### src/design/fdsr_pkg.sv
// shared constants, register layouts and types of the flash divider and security registers
package fdsr_pkg;

    // register byte addresses on the bus
    localparam logic [11:0] ADDR_DIVIDER = 12'h000;
    localparam logic [11:0] ADDR_OPTIONS = 12'h004;
    localparam logic [11:0] ADDR_CONFIG = 12'h008;
    localparam int ADDR_WIDTH = 12;

    // divider register fields
    localparam int DIV_LOAD_BIT = 7;
    localparam int DIV_PRESCALE_BIT = 6;
    localparam int DIV_VALUE_MSB = 5;
    localparam int DIV_VALUE_LSB = 0;
    localparam logic [2:0] PRESCALE_LAST = 3'h7;
    localparam logic [5:0] DIV_VALUE_ZERO = 6'h00;
    localparam logic [2:0] PRESCALE_ZERO = 3'h0;

    // options register fields and codes
    localparam logic [1:0] BACKDOOR_ENABLED_CODE = 2'h2;
    localparam logic [1:0] SECURITY_UNSECURED_A = 2'h0;
    localparam logic [1:0] SECURITY_UNSECURED_B = 2'h3;
    localparam logic [1:0] SECURITY_FORCED = 2'h3;
    localparam logic [3:0] OPTIONS_RESERVED_READ = 4'h0;
    localparam logic [7:0] OPTIONS_RESET = 8'h00;

    // configuration register fields
    localparam int KEY_ACCESS_BIT = 5;
    localparam logic KEY_ACCESS_RESET = 1'b0;

    // key length used by the comparison logic outside this block
    localparam int KEY_BYTES = 8;

    // bus encodings
    localparam logic HTRANS_ACTIVE_BIT = 1'b1;
    localparam logic HRESP_OKAY = 1'b0;
    localparam logic [31:0] RDATA_ZERO = 32'h0000_0000;

    typedef struct packed {
        logic load_lock;
        logic prescale_by_eight;
        logic [5:0] divider_value;
    } fdsr_divider_type;

    typedef struct packed {
        logic [1:0] backdoor_enable;
        logic [3:0] reserved;
        logic [1:0] security_state;
    } fdsr_options_type;

    localparam fdsr_divider_type DIVIDER_RESET = 8'h00;

    typedef enum logic [3:0] {
        BUS_IDLE = 4'h1,
        BUS_WRITE = 4'h2,
        BUS_READ_WAIT = 4'h4,
        BUS_READ_DONE = 4'h8
    } fdsr_bus_state_type;

endpackage

### src/design/fdsr_timebase.sv
// prescaler and divider that produce the flash timing tick
`timescale 1ns/1ps
`default_nettype none
module fdsr_timebase (
    input wire logic i_clk,
    input wire logic i_rstn,
    input wire logic i_ce,
    input wire logic i_run,
    input wire logic i_prescale,
    input wire logic [5:0] i_div,
    output logic o_tick
);
    logic [2:0] pre_cnt;
    logic [5:0] div_cnt;
    logic pre_tick;

    // prescale by eight or pass every bus clock [RQ4]
    assign pre_tick = i_prescale ? (pre_cnt == fdsr_pkg::PRESCALE_LAST) : 1'b1;

    always_ff @(posedge i_clk or negedge i_rstn) begin
        if (!i_rstn) begin
            pre_cnt <= fdsr_pkg::PRESCALE_ZERO;
        end else if (i_ce) begin
            if (!i_run || !i_prescale) begin
                pre_cnt <= fdsr_pkg::PRESCALE_ZERO;
            end else begin
                pre_cnt <= pre_cnt + 3'h1;
            end
        end
    end

    // ratio is (divider+1) times the prescale [RQ5] [RQ7]
    always_ff @(posedge i_clk or negedge i_rstn) begin
        if (!i_rstn) begin
            div_cnt <= fdsr_pkg::DIV_VALUE_ZERO;
            o_tick <= 1'b0;
        end else if (i_ce) begin
            if (!i_run) begin
                div_cnt <= fdsr_pkg::DIV_VALUE_ZERO;
                o_tick <= 1'b0;
            end else if (pre_tick && div_cnt >= i_div) begin
                div_cnt <= fdsr_pkg::DIV_VALUE_ZERO;
                o_tick <= 1'b1;
            end else begin
                div_cnt <= pre_tick ? div_cnt + 6'h01 : div_cnt;
                o_tick <= 1'b0;
            end
        end
    end

    logic cfg_two;
    assign cfg_two = i_ce && i_run && !i_prescale && (i_div == 6'h01);

    property p_ratio_two;
        @(posedge i_clk) disable iff (!i_rstn)
        (o_tick && cfg_two) ##1 cfg_two |-> !o_tick ##1 o_tick;
    endproperty
    a_ratio_two: assert property (p_ratio_two) // [RQ5]
        else $error("divide by two tick spacing wrong");

    property p_prescale_gap;
        @(posedge i_clk) disable iff (!i_rstn)
        (o_tick && i_ce && i_run && i_prescale) |=> !o_tick;
    endproperty
    a_prescale_gap: assert property (p_prescale_gap) // [RQ4]
        else $error("prescaled tick too close");

endmodule
`default_nettype wire

### src/design/fdsr_top.sv
// flash clock divider, security options and key access configuration registers
// Function
// RQ1 - first divider write with lock bit 0 locks divider until reset
// RQ2 - first divider write with lock bit 1 keeps divider writable
// RQ3 - lock bit reads 0 until divider written since reset, then 1
// RQ4 - prescale bit chooses bus clock direct or divided by eight
// RQ5 - total divide ratio from 2 up to 512; code also gives 1 with divider 0 and no prescale
// RQ6 - software picks settings giving 150 to 200 kHz timing clock
// RQ7 - program and erase timing runs from the divided tick
// RQ8 - options register fully readable, writes have no effect
// RQ9 - options register loaded from stored flash byte at reset
// RQ10 - backdoor enabled only for code 10, all others disable it
// RQ11 - security codes 00 and 11 report unsecured
// RQ12 - successful backdoor key unlock forces security to unsecured
// RQ13 - key access bit writable only while backdoor enabled, others read 0
// RQ14 - key access 0 means command start, 1 means key writes
// RQ15 - array reads keep working while key access is set
// RQ16 - eight byte key usable only while backdoor enabling active
// RQ17 - security codes 01 and 10 report secured
// RQ18 - software writes zero to reserved bits, ignores their reads
//
// Design decisions made here: register access over AHB-Lite and the placing of the registers.
`timescale 1ns/1ps
`default_nettype none
module fdsr_top (
    input wire logic i_clk,
    input wire logic i_rstn,
    input wire logic i_ce,
    input wire logic i_hsel,
    input wire logic [11:0] i_haddr,
    input wire logic [1:0] i_htrans,
    input wire logic i_hwrite,
    input wire logic [2:0] i_hsize,
    input wire logic i_hready,
    input wire logic [31:0] i_hwdata,
    output logic [31:0] o_hrdata,
    output logic o_hreadyout,
    output logic o_hresp,
    input wire logic [7:0] i_stored_options_byte,
    input wire logic i_key_unlock,
    input wire logic i_array_write,
    input wire logic i_array_read,
    output logic o_array_read_grant,
    output logic o_cmd_write_start,
    output logic o_key_write,
    output logic o_timing_tick,
    output logic o_backdoor_enabled,
    output logic o_secured,
    output logic o_key_write_access
);
    fdsr_pkg::fdsr_bus_state_type state;
    fdsr_pkg::fdsr_bus_state_type next_state;
    fdsr_pkg::fdsr_divider_type divider;
    fdsr_pkg::fdsr_options_type options;
    logic [11:0] addr_q;
    logic accept;
    logic write_commit;
    logic div_written;
    logic div_locked;
    logic options_loaded;
    logic key_access;
    logic [7:0] read_byte;
    logic [7:0] wbyte;

    // address phase taken only while the bus is ready
    assign accept = i_hsel && (i_htrans[1] == fdsr_pkg::HTRANS_ACTIVE_BIT) && i_hready;
    assign write_commit = i_ce && (state == fdsr_pkg::BUS_WRITE);
    assign wbyte = i_hwdata[7:0];

    always_comb begin
        next_state = fdsr_pkg::BUS_IDLE;
        case (state)
            fdsr_pkg::BUS_READ_WAIT: begin
                next_state = fdsr_pkg::BUS_READ_DONE;
            end
            fdsr_pkg::BUS_IDLE, fdsr_pkg::BUS_WRITE, fdsr_pkg::BUS_READ_DONE: begin
                if (accept) begin
                    next_state = i_hwrite ? fdsr_pkg::BUS_WRITE : fdsr_pkg::BUS_READ_WAIT;
                end
            end
            default: begin
                next_state = fdsr_pkg::BUS_IDLE;
            end
        endcase
    end

    always_ff @(posedge i_clk or negedge i_rstn) begin
        if (!i_rstn) begin
            state <= fdsr_pkg::BUS_IDLE;
        end else if (i_ce) begin
            state <= next_state;
        end
    end

    always_ff @(posedge i_clk or negedge i_rstn) begin
        if (!i_rstn) begin
            addr_q <= fdsr_pkg::ADDR_DIVIDER;
        end else if (i_ce && accept && state != fdsr_pkg::BUS_READ_WAIT) begin
            addr_q <= i_haddr;
        end
    end

    // one wait state on reads so a write just before is already visible;
    // held low while frozen, else a master would see a transfer that never landed
    assign o_hreadyout = i_ce && (state != fdsr_pkg::BUS_READ_WAIT);
    assign o_hresp = fdsr_pkg::HRESP_OKAY;

    // divider register and its write history [RQ1] [RQ2] [RQ3]
    always_ff @(posedge i_clk or negedge i_rstn) begin
        if (!i_rstn) begin
            divider <= fdsr_pkg::DIVIDER_RESET;
            div_written <= 1'b0;
            div_locked <= 1'b0;
        end else if (write_commit && addr_q == fdsr_pkg::ADDR_DIVIDER && !div_locked) begin
            divider.prescale_by_eight <= wbyte[fdsr_pkg::DIV_PRESCALE_BIT];
            divider.divider_value <= wbyte[fdsr_pkg::DIV_VALUE_MSB:fdsr_pkg::DIV_VALUE_LSB];
            divider.load_lock <= 1'b1;
            div_written <= 1'b1;
            div_locked <= !wbyte[fdsr_pkg::DIV_LOAD_BIT];
        end
    end

    // options copied from the stored byte on the first enabled cycle after reset [RQ9]
    always_ff @(posedge i_clk or negedge i_rstn) begin
        if (!i_rstn) begin
            options <= fdsr_pkg::OPTIONS_RESET;
            options_loaded <= 1'b0;
        end else if (i_ce) begin
            if (!options_loaded) begin
                options <= i_stored_options_byte;
                options_loaded <= 1'b1;
            end else if (i_key_unlock) begin
                options.security_state <= fdsr_pkg::SECURITY_FORCED; // [RQ12]
            end
        end
    end

    // options are never written from the bus [RQ8]
    assign o_backdoor_enabled =
        (options.backdoor_enable == fdsr_pkg::BACKDOOR_ENABLED_CODE); // [RQ10]
    // codes not listed as unsecured count as secured [RQ11] [RQ17]
    assign o_secured = !((options.security_state == fdsr_pkg::SECURITY_UNSECURED_A)
                       || (options.security_state == fdsr_pkg::SECURITY_UNSECURED_B));

    // key access bit gated by the backdoor enable [RQ13]
    always_ff @(posedge i_clk or negedge i_rstn) begin
        if (!i_rstn) begin
            key_access <= fdsr_pkg::KEY_ACCESS_RESET;
        end else if (write_commit && addr_q == fdsr_pkg::ADDR_CONFIG && o_backdoor_enabled) begin
            key_access <= wbyte[fdsr_pkg::KEY_ACCESS_BIT];
        end
    end
    assign o_key_write_access = key_access;

    // array writes steered to command start or key entry [RQ14]
    always_ff @(posedge i_clk or negedge i_rstn) begin
        if (!i_rstn) begin
            o_cmd_write_start <= 1'b0;
            o_key_write <= 1'b0;
        end else if (i_ce) begin
            o_cmd_write_start <= i_array_write && !key_access;
            // key bytes honoured only while enabling is active [RQ16]
            o_key_write <= i_array_write && key_access && o_backdoor_enabled;
        end
    end

    // reads pass regardless of key access [RQ15]
    assign o_array_read_grant = i_array_read;

    always_comb begin
        read_byte = 8'h00;
        case (addr_q)
            fdsr_pkg::ADDR_DIVIDER: begin
                read_byte = {div_written, divider.prescale_by_eight,
                             divider.divider_value}; // [RQ3]
            end
            fdsr_pkg::ADDR_OPTIONS: begin
                read_byte = {options.backdoor_enable, fdsr_pkg::OPTIONS_RESERVED_READ,
                             options.security_state};
            end
            fdsr_pkg::ADDR_CONFIG: begin
                read_byte = 8'h00;
                read_byte[fdsr_pkg::KEY_ACCESS_BIT] = key_access;
            end
            default: begin
                read_byte = 8'h00;
            end
        endcase
    end

    always_ff @(posedge i_clk or negedge i_rstn) begin
        if (!i_rstn) begin
            o_hrdata <= fdsr_pkg::RDATA_ZERO;
        end else if (i_ce && state == fdsr_pkg::BUS_READ_WAIT) begin
            o_hrdata <= {24'h000000, read_byte};
        end
    end

    // timing tick runs only once a divider has been written [RQ7]
    fdsr_timebase u_timebase (
        .i_clk(i_clk),
        .i_rstn(i_rstn),
        .i_ce(i_ce),
        .i_run(div_written),
        .i_prescale(divider.prescale_by_eight),
        .i_div(divider.divider_value),
        .o_tick(o_timing_tick)
    );

    logic div_wr_attempt;
    logic cfg_wr_attempt;
    logic opt_wr_attempt;
    assign div_wr_attempt = write_commit && addr_q == fdsr_pkg::ADDR_DIVIDER;
    assign cfg_wr_attempt = write_commit && addr_q == fdsr_pkg::ADDR_CONFIG;
    assign opt_wr_attempt = write_commit && addr_q == fdsr_pkg::ADDR_OPTIONS;

    property p_first_write_locks;
        @(posedge i_clk) disable iff (!i_rstn)
        (div_wr_attempt && !div_written && !wbyte[fdsr_pkg::DIV_LOAD_BIT]) |=> div_locked;
    endproperty
    a_first_write_locks: assert property (p_first_write_locks) // [RQ1]
        else $error("divider not locked");

    property p_locked_ignores;
        @(posedge i_clk) disable iff (!i_rstn)
        (div_wr_attempt && div_locked) |=> $stable(divider);
    endproperty
    a_locked_ignores: assert property (p_locked_ignores) // [RQ1]
        else $error("locked divider changed");

    property p_open_accepts;
        @(posedge i_clk) disable iff (!i_rstn)
        (div_wr_attempt && !div_written && wbyte[fdsr_pkg::DIV_LOAD_BIT])
        |=> !div_locked && divider.divider_value == $past(wbyte[5:0]);
    endproperty
    a_open_accepts: assert property (p_open_accepts) // [RQ2]
        else $error("divider write not kept open");

    property p_load_bit_read;
        @(posedge i_clk) disable iff (!i_rstn)
        (state == fdsr_pkg::BUS_READ_DONE && addr_q == fdsr_pkg::ADDR_DIVIDER)
        |-> o_hrdata[fdsr_pkg::DIV_LOAD_BIT] == div_written;
    endproperty
    a_load_bit_read: assert property (p_load_bit_read) else $error("load bit read wrong"); // [RQ3]

    property p_options_readonly;
        @(posedge i_clk) disable iff (!i_rstn)
        (opt_wr_attempt && options_loaded && !i_key_unlock) |=> $stable(options);
    endproperty
    a_options_readonly: assert property (p_options_readonly) // [RQ8]
        else $error("options written");

    property p_backdoor_code;
        @(posedge i_clk) disable iff (!i_rstn)
        o_backdoor_enabled |-> options.backdoor_enable == 2'h2;
    endproperty
    a_backdoor_code: assert property (p_backdoor_code) // [RQ10]
        else $error("backdoor enable decode wrong");

    property p_secured_decode;
        @(posedge i_clk) disable iff (!i_rstn)
        o_secured |-> (options.security_state == 2'h1 || options.security_state == 2'h2);
    endproperty
    a_secured_decode: assert property (p_secured_decode) // [RQ17]
        else $error("security decode wrong");

    property p_unlock_forces;
        @(posedge i_clk) disable iff (!i_rstn)
        (i_ce && options_loaded && i_key_unlock) |=> !o_secured;
    endproperty
    a_unlock_forces: assert property (p_unlock_forces) // [RQ12]
        else $error("unlock did not unsecure");

    property p_key_access_gate;
        @(posedge i_clk) disable iff (!i_rstn)
        (cfg_wr_attempt && !o_backdoor_enabled) |=> $stable(key_access);
    endproperty
    a_key_access_gate: assert property (p_key_access_gate) // [RQ13]
        else $error("key access written");

    property p_steer_write;
        @(posedge i_clk) disable iff (!i_rstn)
        (i_ce && i_array_write)
        |=> (o_cmd_write_start != $past(key_access)) && !(o_cmd_write_start && o_key_write);
    endproperty
    a_steer_write: assert property (p_steer_write) // [RQ14]
        else $error("array write steered wrong");

    property p_read_wait;
        @(posedge i_clk) disable iff (!i_rstn)
        (i_ce && accept && !i_hwrite) |=> !o_hreadyout ##1 o_hreadyout [*1];
    endproperty
    a_read_wait: assert property (p_read_wait) else $error("read wait state wrong"); // [RQ3]

    property p_key_access_write;
        @(posedge i_clk) disable iff (!i_rstn)
        (cfg_wr_attempt && o_backdoor_enabled)
        |=> key_access == $past(wbyte[fdsr_pkg::KEY_ACCESS_BIT]);
    endproperty
    a_key_access_write: assert property (p_key_access_write) // [RQ13]
        else $error("key access bit not taken");

    property p_config_read;
        @(posedge i_clk) disable iff (!i_rstn)
        (state == fdsr_pkg::BUS_READ_DONE && addr_q == fdsr_pkg::ADDR_CONFIG)
        |-> o_hrdata == {24'h000000, 2'h0, key_access, 5'h00};
    endproperty
    a_config_read: assert property (p_config_read) // [RQ13]
        else $error("config read wrong");

    property p_options_read;
        @(posedge i_clk) disable iff (!i_rstn)
        (state == fdsr_pkg::BUS_READ_DONE && addr_q == fdsr_pkg::ADDR_OPTIONS)
        |-> o_hrdata[7:2] == {options.backdoor_enable, 4'h0};
    endproperty
    a_options_read: assert property (p_options_read) // [RQ8]
        else $error("options read wrong");

    property p_options_load;
        @(posedge i_clk) disable iff (!i_rstn)
        (i_ce && !options_loaded) |=> options == $past(i_stored_options_byte);
    endproperty
    a_options_load: assert property (p_options_load) // [RQ9]
        else $error("options not loaded from stored byte");

    property p_unsecured_decode;
        @(posedge i_clk) disable iff (!i_rstn)
        !o_secured |-> (options.security_state == 2'h0 || options.security_state == 2'h3);
    endproperty
    a_unsecured_decode: assert property (p_unsecured_decode) // [RQ11]
        else $error("unsecured decode wrong");

    property p_key_needs_enable;
        @(posedge i_clk) disable iff (!i_rstn)
        o_key_write |-> $past(o_backdoor_enabled) && $past(key_access);
    endproperty
    a_key_needs_enable: assert property (p_key_needs_enable) // [RQ16]
        else $error("key write without enable");

    property p_read_grant;
        @(posedge i_clk) disable iff (!i_rstn)
        (i_array_read && key_access) |-> o_array_read_grant;
    endproperty
    a_read_grant: assert property (p_read_grant) // [RQ15]
        else $error("array read refused during key access");

    property p_lock_holds;
        @(posedge i_clk) disable iff (!i_rstn)
        div_locked |=> div_locked && div_written;
    endproperty
    a_lock_holds: assert property (p_lock_holds) // [RQ1]
        else $error("divider lock released");

    property p_tick_idle;
        @(posedge i_clk) disable iff (!i_rstn)
        !div_written |-> !o_timing_tick;
    endproperty
    a_tick_idle: assert property (p_tick_idle) // [RQ7]
        else $error("tick before divider written");

endmodule
`default_nettype wire

### config.mk
export PLATFORM = sky130hd
export DESIGN_NAME = fdsr_top
export DESIGN_NICKNAME = d
export VERILOG_FILES = /design/src/design/fdsr_pkg.sv /design/src/design/fdsr_timebase.sv /design/src/design/fdsr_top.sv
export SDC_FILE = /design/constraint.sdc
export NUM_CORES = 1
export LEC_CHECK = 0
export BUFFER_PORTS_ARGS = -buffer_cell sky130_fd_sc_hd__buf_2
export CAP_MARGIN = 20
export CELL_PAD_IN_SITES_DETAIL_PLACEMENT = 0
export CELL_PAD_IN_SITES_GLOBAL_PLACEMENT = 1
export CORE_MARGIN = 2
export CORE_UTILIZATION = 38
export CTS_BUF_LIST = sky130_fd_sc_hd__clkbuf_8
export DETAILED_ROUTE_END_ITERATION = 8
export GPL_TIMING_DRIVEN = 0
export PLACE_DENSITY = 0.89
export SYNTH_ARGS = -nofsm -noshare
export SYNTH_HDL_FRONTEND = slang
export SYNTH_HIERARCHICAL = 1
export SYNTH_SLANG_ARGS = --single-unit
### constraint.sdc
create_clock -name i_clk -period 1.9 [get_ports i_clk]
set_input_delay 0.095 -clock i_clk [delete_from_list [all_inputs] [get_ports i_clk]]
set_output_delay 0.095 -clock i_clk [all_outputs]
set_load 0.02 [all_outputs]
==> metrics.csv, run 1 <==
metric,value,unit
detailed placement HPWL,4.12,mm
fraction of layout cells with a size suffix above 1,0.385,
nets,414,
core box area,0.00683,mm^2
Seq pwr share,0.569,
largest net degree at the start of global routing,28,
area share of the largest cell type after synthesis,0.463,
crit path DAT,2080,ps
Worst Skew,4.71,ps
GRT overflow,0,
post-route ant nets,0,
FF/Latch Area,0.00128,mm^2
Post-Synthesis Cells,248,
Max Cap Viol,0,
drt drc,0,
Pwr Total,2.13,mW
fmax,537,MHz
clk buf depth,2,
crit path launch type,register,
Clock Pin Slew Worst Setup and Hold Paths,90,ps
peak supply drop,0.373,mV
GRT Total Usage,0.148,
CP top delay family,compound AO/OA/AOI/OAI gates,
setup ws final,36.9,ps
Die H,88.4,um
Filler cells,643,
first-pass GRT wire length,9.02,mm
CTS Sinks,51,
RSZ-0062 raised after global routing,true,
Critical Path Fanout Max,5,
Final Critical Period,1860,ps
initial antenna violation count,0,
Pre-antenna DRT Iters,4,
Layout Utilization,0.499,
share of async-settable or async-resettable flops after synthesis,1.00,
DR vias,1994,
Worst-Margin Slew,716,ps
fin crit share,0.981,
CP endpoint kind,register,
port bufs,48,
required time of the critical path,2120,ps
synthesis-to-layout area growth,26.0,%
starting density of the core,0.396,
number of buffers created by CTS,5,
wire length per cell,12.6,um
crit path cell chain,"inv_1, ha_4, a21o_1, a311oi_4, o211ai_4, buf_4, o211ai_1",
count of final hold-check violations,0,
Clk pwr share,0.277,
outcome,completed,
Skew-Pair Late Insertion Delay,300,ps
CP Class,register to register,
Power Density,627,mW/mm^2
sequential area share after synthesis,0.472,
clk root buf,clkbuf_8,
GPL Wtd Cong,0.743,
setup slack at placement,6.52,ps
io pins,107,
vias in the first global route,1930,
Slew HR,0.517,
Post-synth EDFFs,0,
CP Buf/Inv Count,2,
YS warnings,6,
switching share of power,0.267,
DIE AREA,0.00781,mm^2
Pint,1.57,mW
synthesized flop and latch total,51,
htree depth,2,
WL final,5.49,mm
Hold Crit Class,input pin to register,
Synth Cell Area,0.00270,mm^2
leakage,1.66,nW
CTS tree,done,
Multi-input gate area,0.00129,mm^2
Gate power share,0.154,
Starting DRT DRC Count,85,
"Avg Cell Area, Syn",10.9,um^2
Synth Flop Type,dfrtp_1,
Die Span X,88.4,um
Yosys cell types,48,
final setup violation count,0,
max-slew violations,0,
P_sw,0.569,mW
dominant cell type by area after synthesis,dfrtp_1,
Via density,4.57,
CP peak stage delay,400,ps
antenna cells,0,
setup_tns,0,ps
Synth area leaders,"dfrtp_1, buf_4, mux2_2",
# rows,30,
CP max-delay cell,dfrtp_1,
[flip-flops by register name (all words and copies together), names as in the netlist]
name / flops
addr_q: 12
div_locked: 1
div_written: 1
divider: 7
o_cmd_write_start: 1
o_hrdata: 8
o_key_write: 1
o_key_write_access: 1
options: 4
options_loaded: 1
state: 4
u_timebase/div_cnt: 6
u_timebase/o_tick: 1
u_timebase/pre_cnt: 3
[per-stage QoR]
stage | hold WS (ps) | std cells | instance area [um^2]
floorplan | -201 | 272 | 2790
global placement | 280 | 416 | 3150
detailed placement | 143 | 417 | 3170
CTS | 0.862 | 429 | 3300
global route | 9.27 | 436 | 3410
finish | 1.44 | 436 | 3410
[synth_stat cells, types with 2 or more instances]
library cell,n
nor2_1,8
a21oi_2,2
nand2b_1,5
nand3_2,2
xor2_1,2
ha_1,9
o22a_1,2
mux2i_1,5
o21ai_1,2
inv_1,15
buf_4,26
o2111ai_1,3
dfrtp_1,50
nor4_2,2
or3_1,3
a21o_1,2
o2bb2ai_1,3
nand2_1,27
o21ai_0,16
nand3_1,5
or2_2,2
o211ai_1,4
buf_2,2
nand4_1,4
mux2_2,12
nor2b_1,3
a22o_1,3
o31ai_1,3
mux2_4,7
[worst min-delay path, cell delays in order]
cell and delay, ps:
buf_2 80, nand2_1 50, nand2_1 50
[per-layer routing]
layer	part of all wire	track usage	vias to the layer above
met3	0.048	0.0326	5
met5	0	0	-
li1	-	-	1005
met1	0.46	0.199	931
met2	0.48	0.237	53
met4	0.0069	0.0496	0
[final timing paths]
check                                    startpoint                                end  slack, ps  cells after the start
setup / recovery             divider[3]$_DFFE_PN0P_  u_timebase/div_cnt[4]$_DFFE_PN0P_         40                      7
hold / removal             i_stored_options_byte[6]             options[6]$_DFFE_PN0P_          1                      3
setup reg to reg             divider[3]$_DFFE_PN0P_  u_timebase/div_cnt[4]$_DFFE_PN0P_         40                      7
hold reg to reg              div_locked$_DFFE_PN0P_             div_locked$_DFFE_PN0P_        480                      2
max in group asynchronous                    i_rstn  u_timebase/div_cnt[3]$_DFFE_PN0P_       1010                      3
min in group asynchronous                    i_rstn               state[3]$_DFFE_PN0P_        330                      2
[power by group through the flow]
| stage | Combinational [mW] | Sequential, mW | Clock, mW |
|---|---|---|---|
| final | 0.328 | 1.21 | 0.592 |
| after global routing | 0.364 | 1.22 | 0.656 |
| after CTS | 0.326 | 1.20 | 0.604 |
| after detailed placement | 0.319 | 1.23 | 0 |
| after global placement | 0.308 | 1.22 | 0 |
| after floorplan | 0.224 | 1.22 | 0 |
[cell type report]
class | count | area share
clock buffers | 5 | 0.0202
multi-input cells | 175 | 0.380
plain buffers | 30 | 0.0646
repair buffers | 60 | 0.104
inverters | 16 | 0.0176
well taps | 96 | 0.0353
flip-flops and latches | 51 | 0.375
clock inverters | 3 | 0.00367
[logic make-up (layout without fill, tap and decap cells)]
kind of cell	after synthesis	after routing	share of synthesized area
flops	51	51	0.472
buf+inv	46	114	0.104
xor+xnor	2	2	0.00648
fa+ha+maj	9	9	0.0416
compound gates	47	47	0.134
other cells	1	25	0.00139
mux	24	24	0.107
simple gates	68	68	0.133
[placed cells by master, fill, tap and decap left out, types with 3 or more instances in the layout]
| cell type | synthesis | routed |
|---|---|---|
| ha_1 | 9 | 7 |
| dfrtp_1 | 50 | 49 |
| a22o_1 | 3 | 3 |
| o2111ai_1 | 3 | 3 |
| nor2_1 | 8 | 7 |
| conb_1 | 1 | 25 |
| nand2b_1 | 5 | 5 |
| nand2_1 | 27 | 27 |
| inv_1 | 15 | 17 |
| nand3_1 | 5 | 5 |
| nand4_1 | 4 | 4 |
| dlygate4sd3_1 | 0 | 4 |
| buf_2 | 2 | 50 |
| o2bb2ai_1 | 3 | 3 |
| clkbuf_8 | 0 | 5 |
| mux2_4 | 7 | 7 |
| mux2_2 | 12 | 12 |
| mux2i_1 | 5 | 5 |
| o211ai_1 | 4 | 4 |
| o21ai_0 | 16 | 16 |
| buf_4 | 26 | 33 |
| o31ai_1 | 3 | 3 |
[repair_timing]
item | in CTS | in global routing
buffers inserted | 0 | 7
endpoints found under the setup margin | 1 | 26
pin swaps | 1 | 8
hold endpoints to repair | 28 | 0
hold buffers | 4 | 0
resized for setup | 0 | 10
gates cloned | 0 | 0
Note: power is estimated with default switching activity, not from simulation.
==> run 2, diff against run 1 <==
- CORE_UTILIZATION: 38 -> 41
- PLACE_DENSITY: 0.89 -> 0.94
- clock period: 1.9 -> 2.35 ns (I/O delays scaled with it)
==> metrics.csv, run 2 (same netlist as run 1, synthesis figures left out) <==
metric,value,unit
Layout Utilization,0.516,
reg2reg path depth,6,
"Setup Fix Bufs, Post-CTS",0,
GRT Total Usage,0.160,
Die H,85.2,um
Final Critical Period,1920,ps
outcome,completed,
crit path cell chain,"inv_1, ha_1, a21o_1, a311oi_4, o211ai_4, o311ai_2",
crit path launch type,register,
WL final,5.39,mm
Skew-Pair Late Insertion Delay,310,ps
post-route ant nets,0,
port bufs,48,
clk root buf,clkbuf_8,
setup_tns,0,ps
first-pass GRT wire length,9.20,mm
Pwr Total,1.74,mW
clk buf depth,2,
largest registers,"addr_q (12), o_hrdata (8), divider (7)",
Pre-antenna DRT Iters,4,
CP Class,register to register,
detailed placement HPWL,4.07,mm
most frequent cells in the layout,"buf_2, dfrtp_1, nand2_1",
wire length per cell,13.1,um
initial antenna violation count,0,
nets,407,
largest net degree at the start of global routing,52,
io pins,107,
DR vias,1971,
Slew HR,0.602,
Worst Skew,8.05,ps
Die Span X,85.2,um
final setup violation count,0,
htree depth,2,
setup slack at placement,445,ps
crit path DAT,2140,ps
GPL Wtd Cong,0.803,
Starting DRT DRC Count,71,
Hold Crit Class,input pin to register,
drt drc,0,
leakage,1.62,nW
most flop-heavy register,addr_q,
required time of the critical path,2560,ps
CTS tree,done,
core box area,0.00635,mm^2
max-slew violations,0,
antenna cells,0,
CTS Sinks,51,
Power Density,532,mW/mm^2
starting density of the core,0.426,
fraction of layout cells with a size suffix above 1,0.357,
# rows,29,
peak supply drop,0.299,mV
Max Cap Viol,0,
CP endpoint kind,register,
Clock Pin Slew Worst Setup and Hold Paths,100,ps
post_cts resized,0,
setup ws final,427,ps
Via density,4.81,
Filler cells,582,
synthesis-to-layout area growth,21.2,%
GRT overflow,0,
Critical Path Fanout Max,5,
fmax,520,MHz
RSZ-0062 raised after global routing,false,
number of buffers created by CTS,5,
fin crit share,0.818,
vias in the first global route,2013,
Worst-Margin Slew,590,ps
DIE AREA,0.00726,mm^2
hold path depth,3,
CP max-delay cell,a311oi_4,
max reg flops,12,
CP peak stage delay,400,ps
count of final hold-check violations,0,
run 2: path summary, 6_finish.rpt:
kind / endpoint / slack [ps] / from
min reg2reg: div_locked$_DFFE_PN0P_ / 480 / div_locked$_DFFE_PN0P_
max: u_timebase/div_cnt[2]$_DFFE_PN0P_ / 430 / divider[5]$_DFFE_PN0P_
min in group asynchronous: u_timebase/div_cnt[3]$_DFFE_PN0P_ / 190 / i_rstn
min: options[7]$_DFFE_PN0P_ / 10 / i_stored_options_byte[7]
max in group asynchronous: state[0]$_DFFE_PN1P_ / 1610 / i_rstn
max reg2reg: u_timebase/div_cnt[2]$_DFFE_PN0P_ / 430 / divider[5]$_DFFE_PN0P_
run 2: worst max-delay path: cells and delay by family (launching register included):
family | cells | cell delay [ps]
AO/OA/AOI/OAI | 4 | 1030
adder cells (fa/ha/maj) | 1 | 360
buffers and inverters | 1 | 50
flip-flops | 1 | 380
run 2: area by class of cell:
type / count / area [um^2] / share of cell area
multi-input combinational: 175 / 1240 / 0.377
inverter: 16 / 60.1 / 0.0183
buffer: 30 / 220 / 0.0672
sequential: 51 / 1280 / 0.390
tap: 77 / 96.3 / 0.0294
timing repair buffer: 53 / 300 / 0.0916
clock buffer: 5 / 68.8 / 0.0210
clock inverter: 3 / 18.8 / 0.00573
run 2: report_power, final:
group	switching (mW)	internal, mW
logic	0.133	0.128
registers	0.0397	0.933
clock network	0.301	0.210
total	0.474	1.27
run 2: timing repair:
action | in CTS | in global routing
endpoints found under the setup margin | 0 | 0
endpoints found under the hold margin | 2 | 51
hold buffers | 2 | 2
run 2: stage by stage:
step	area [um^2]	cells	hold slack [ps]
global route	3280	410	11.7
finish	3280	410	9.59
floorplan	2790	272	-178
detailed placement	3130	397	313
CTS	3240	407	3.08
global placement	3130	397	304
run 2: metal layers:
metal / global-route usage / routed length (um)
met4: 0.0664 / 106
met1: 0.208 / 2500
met5: 0 / 0
met3: 0.0389 / 280
met2: 0.256 / 2510
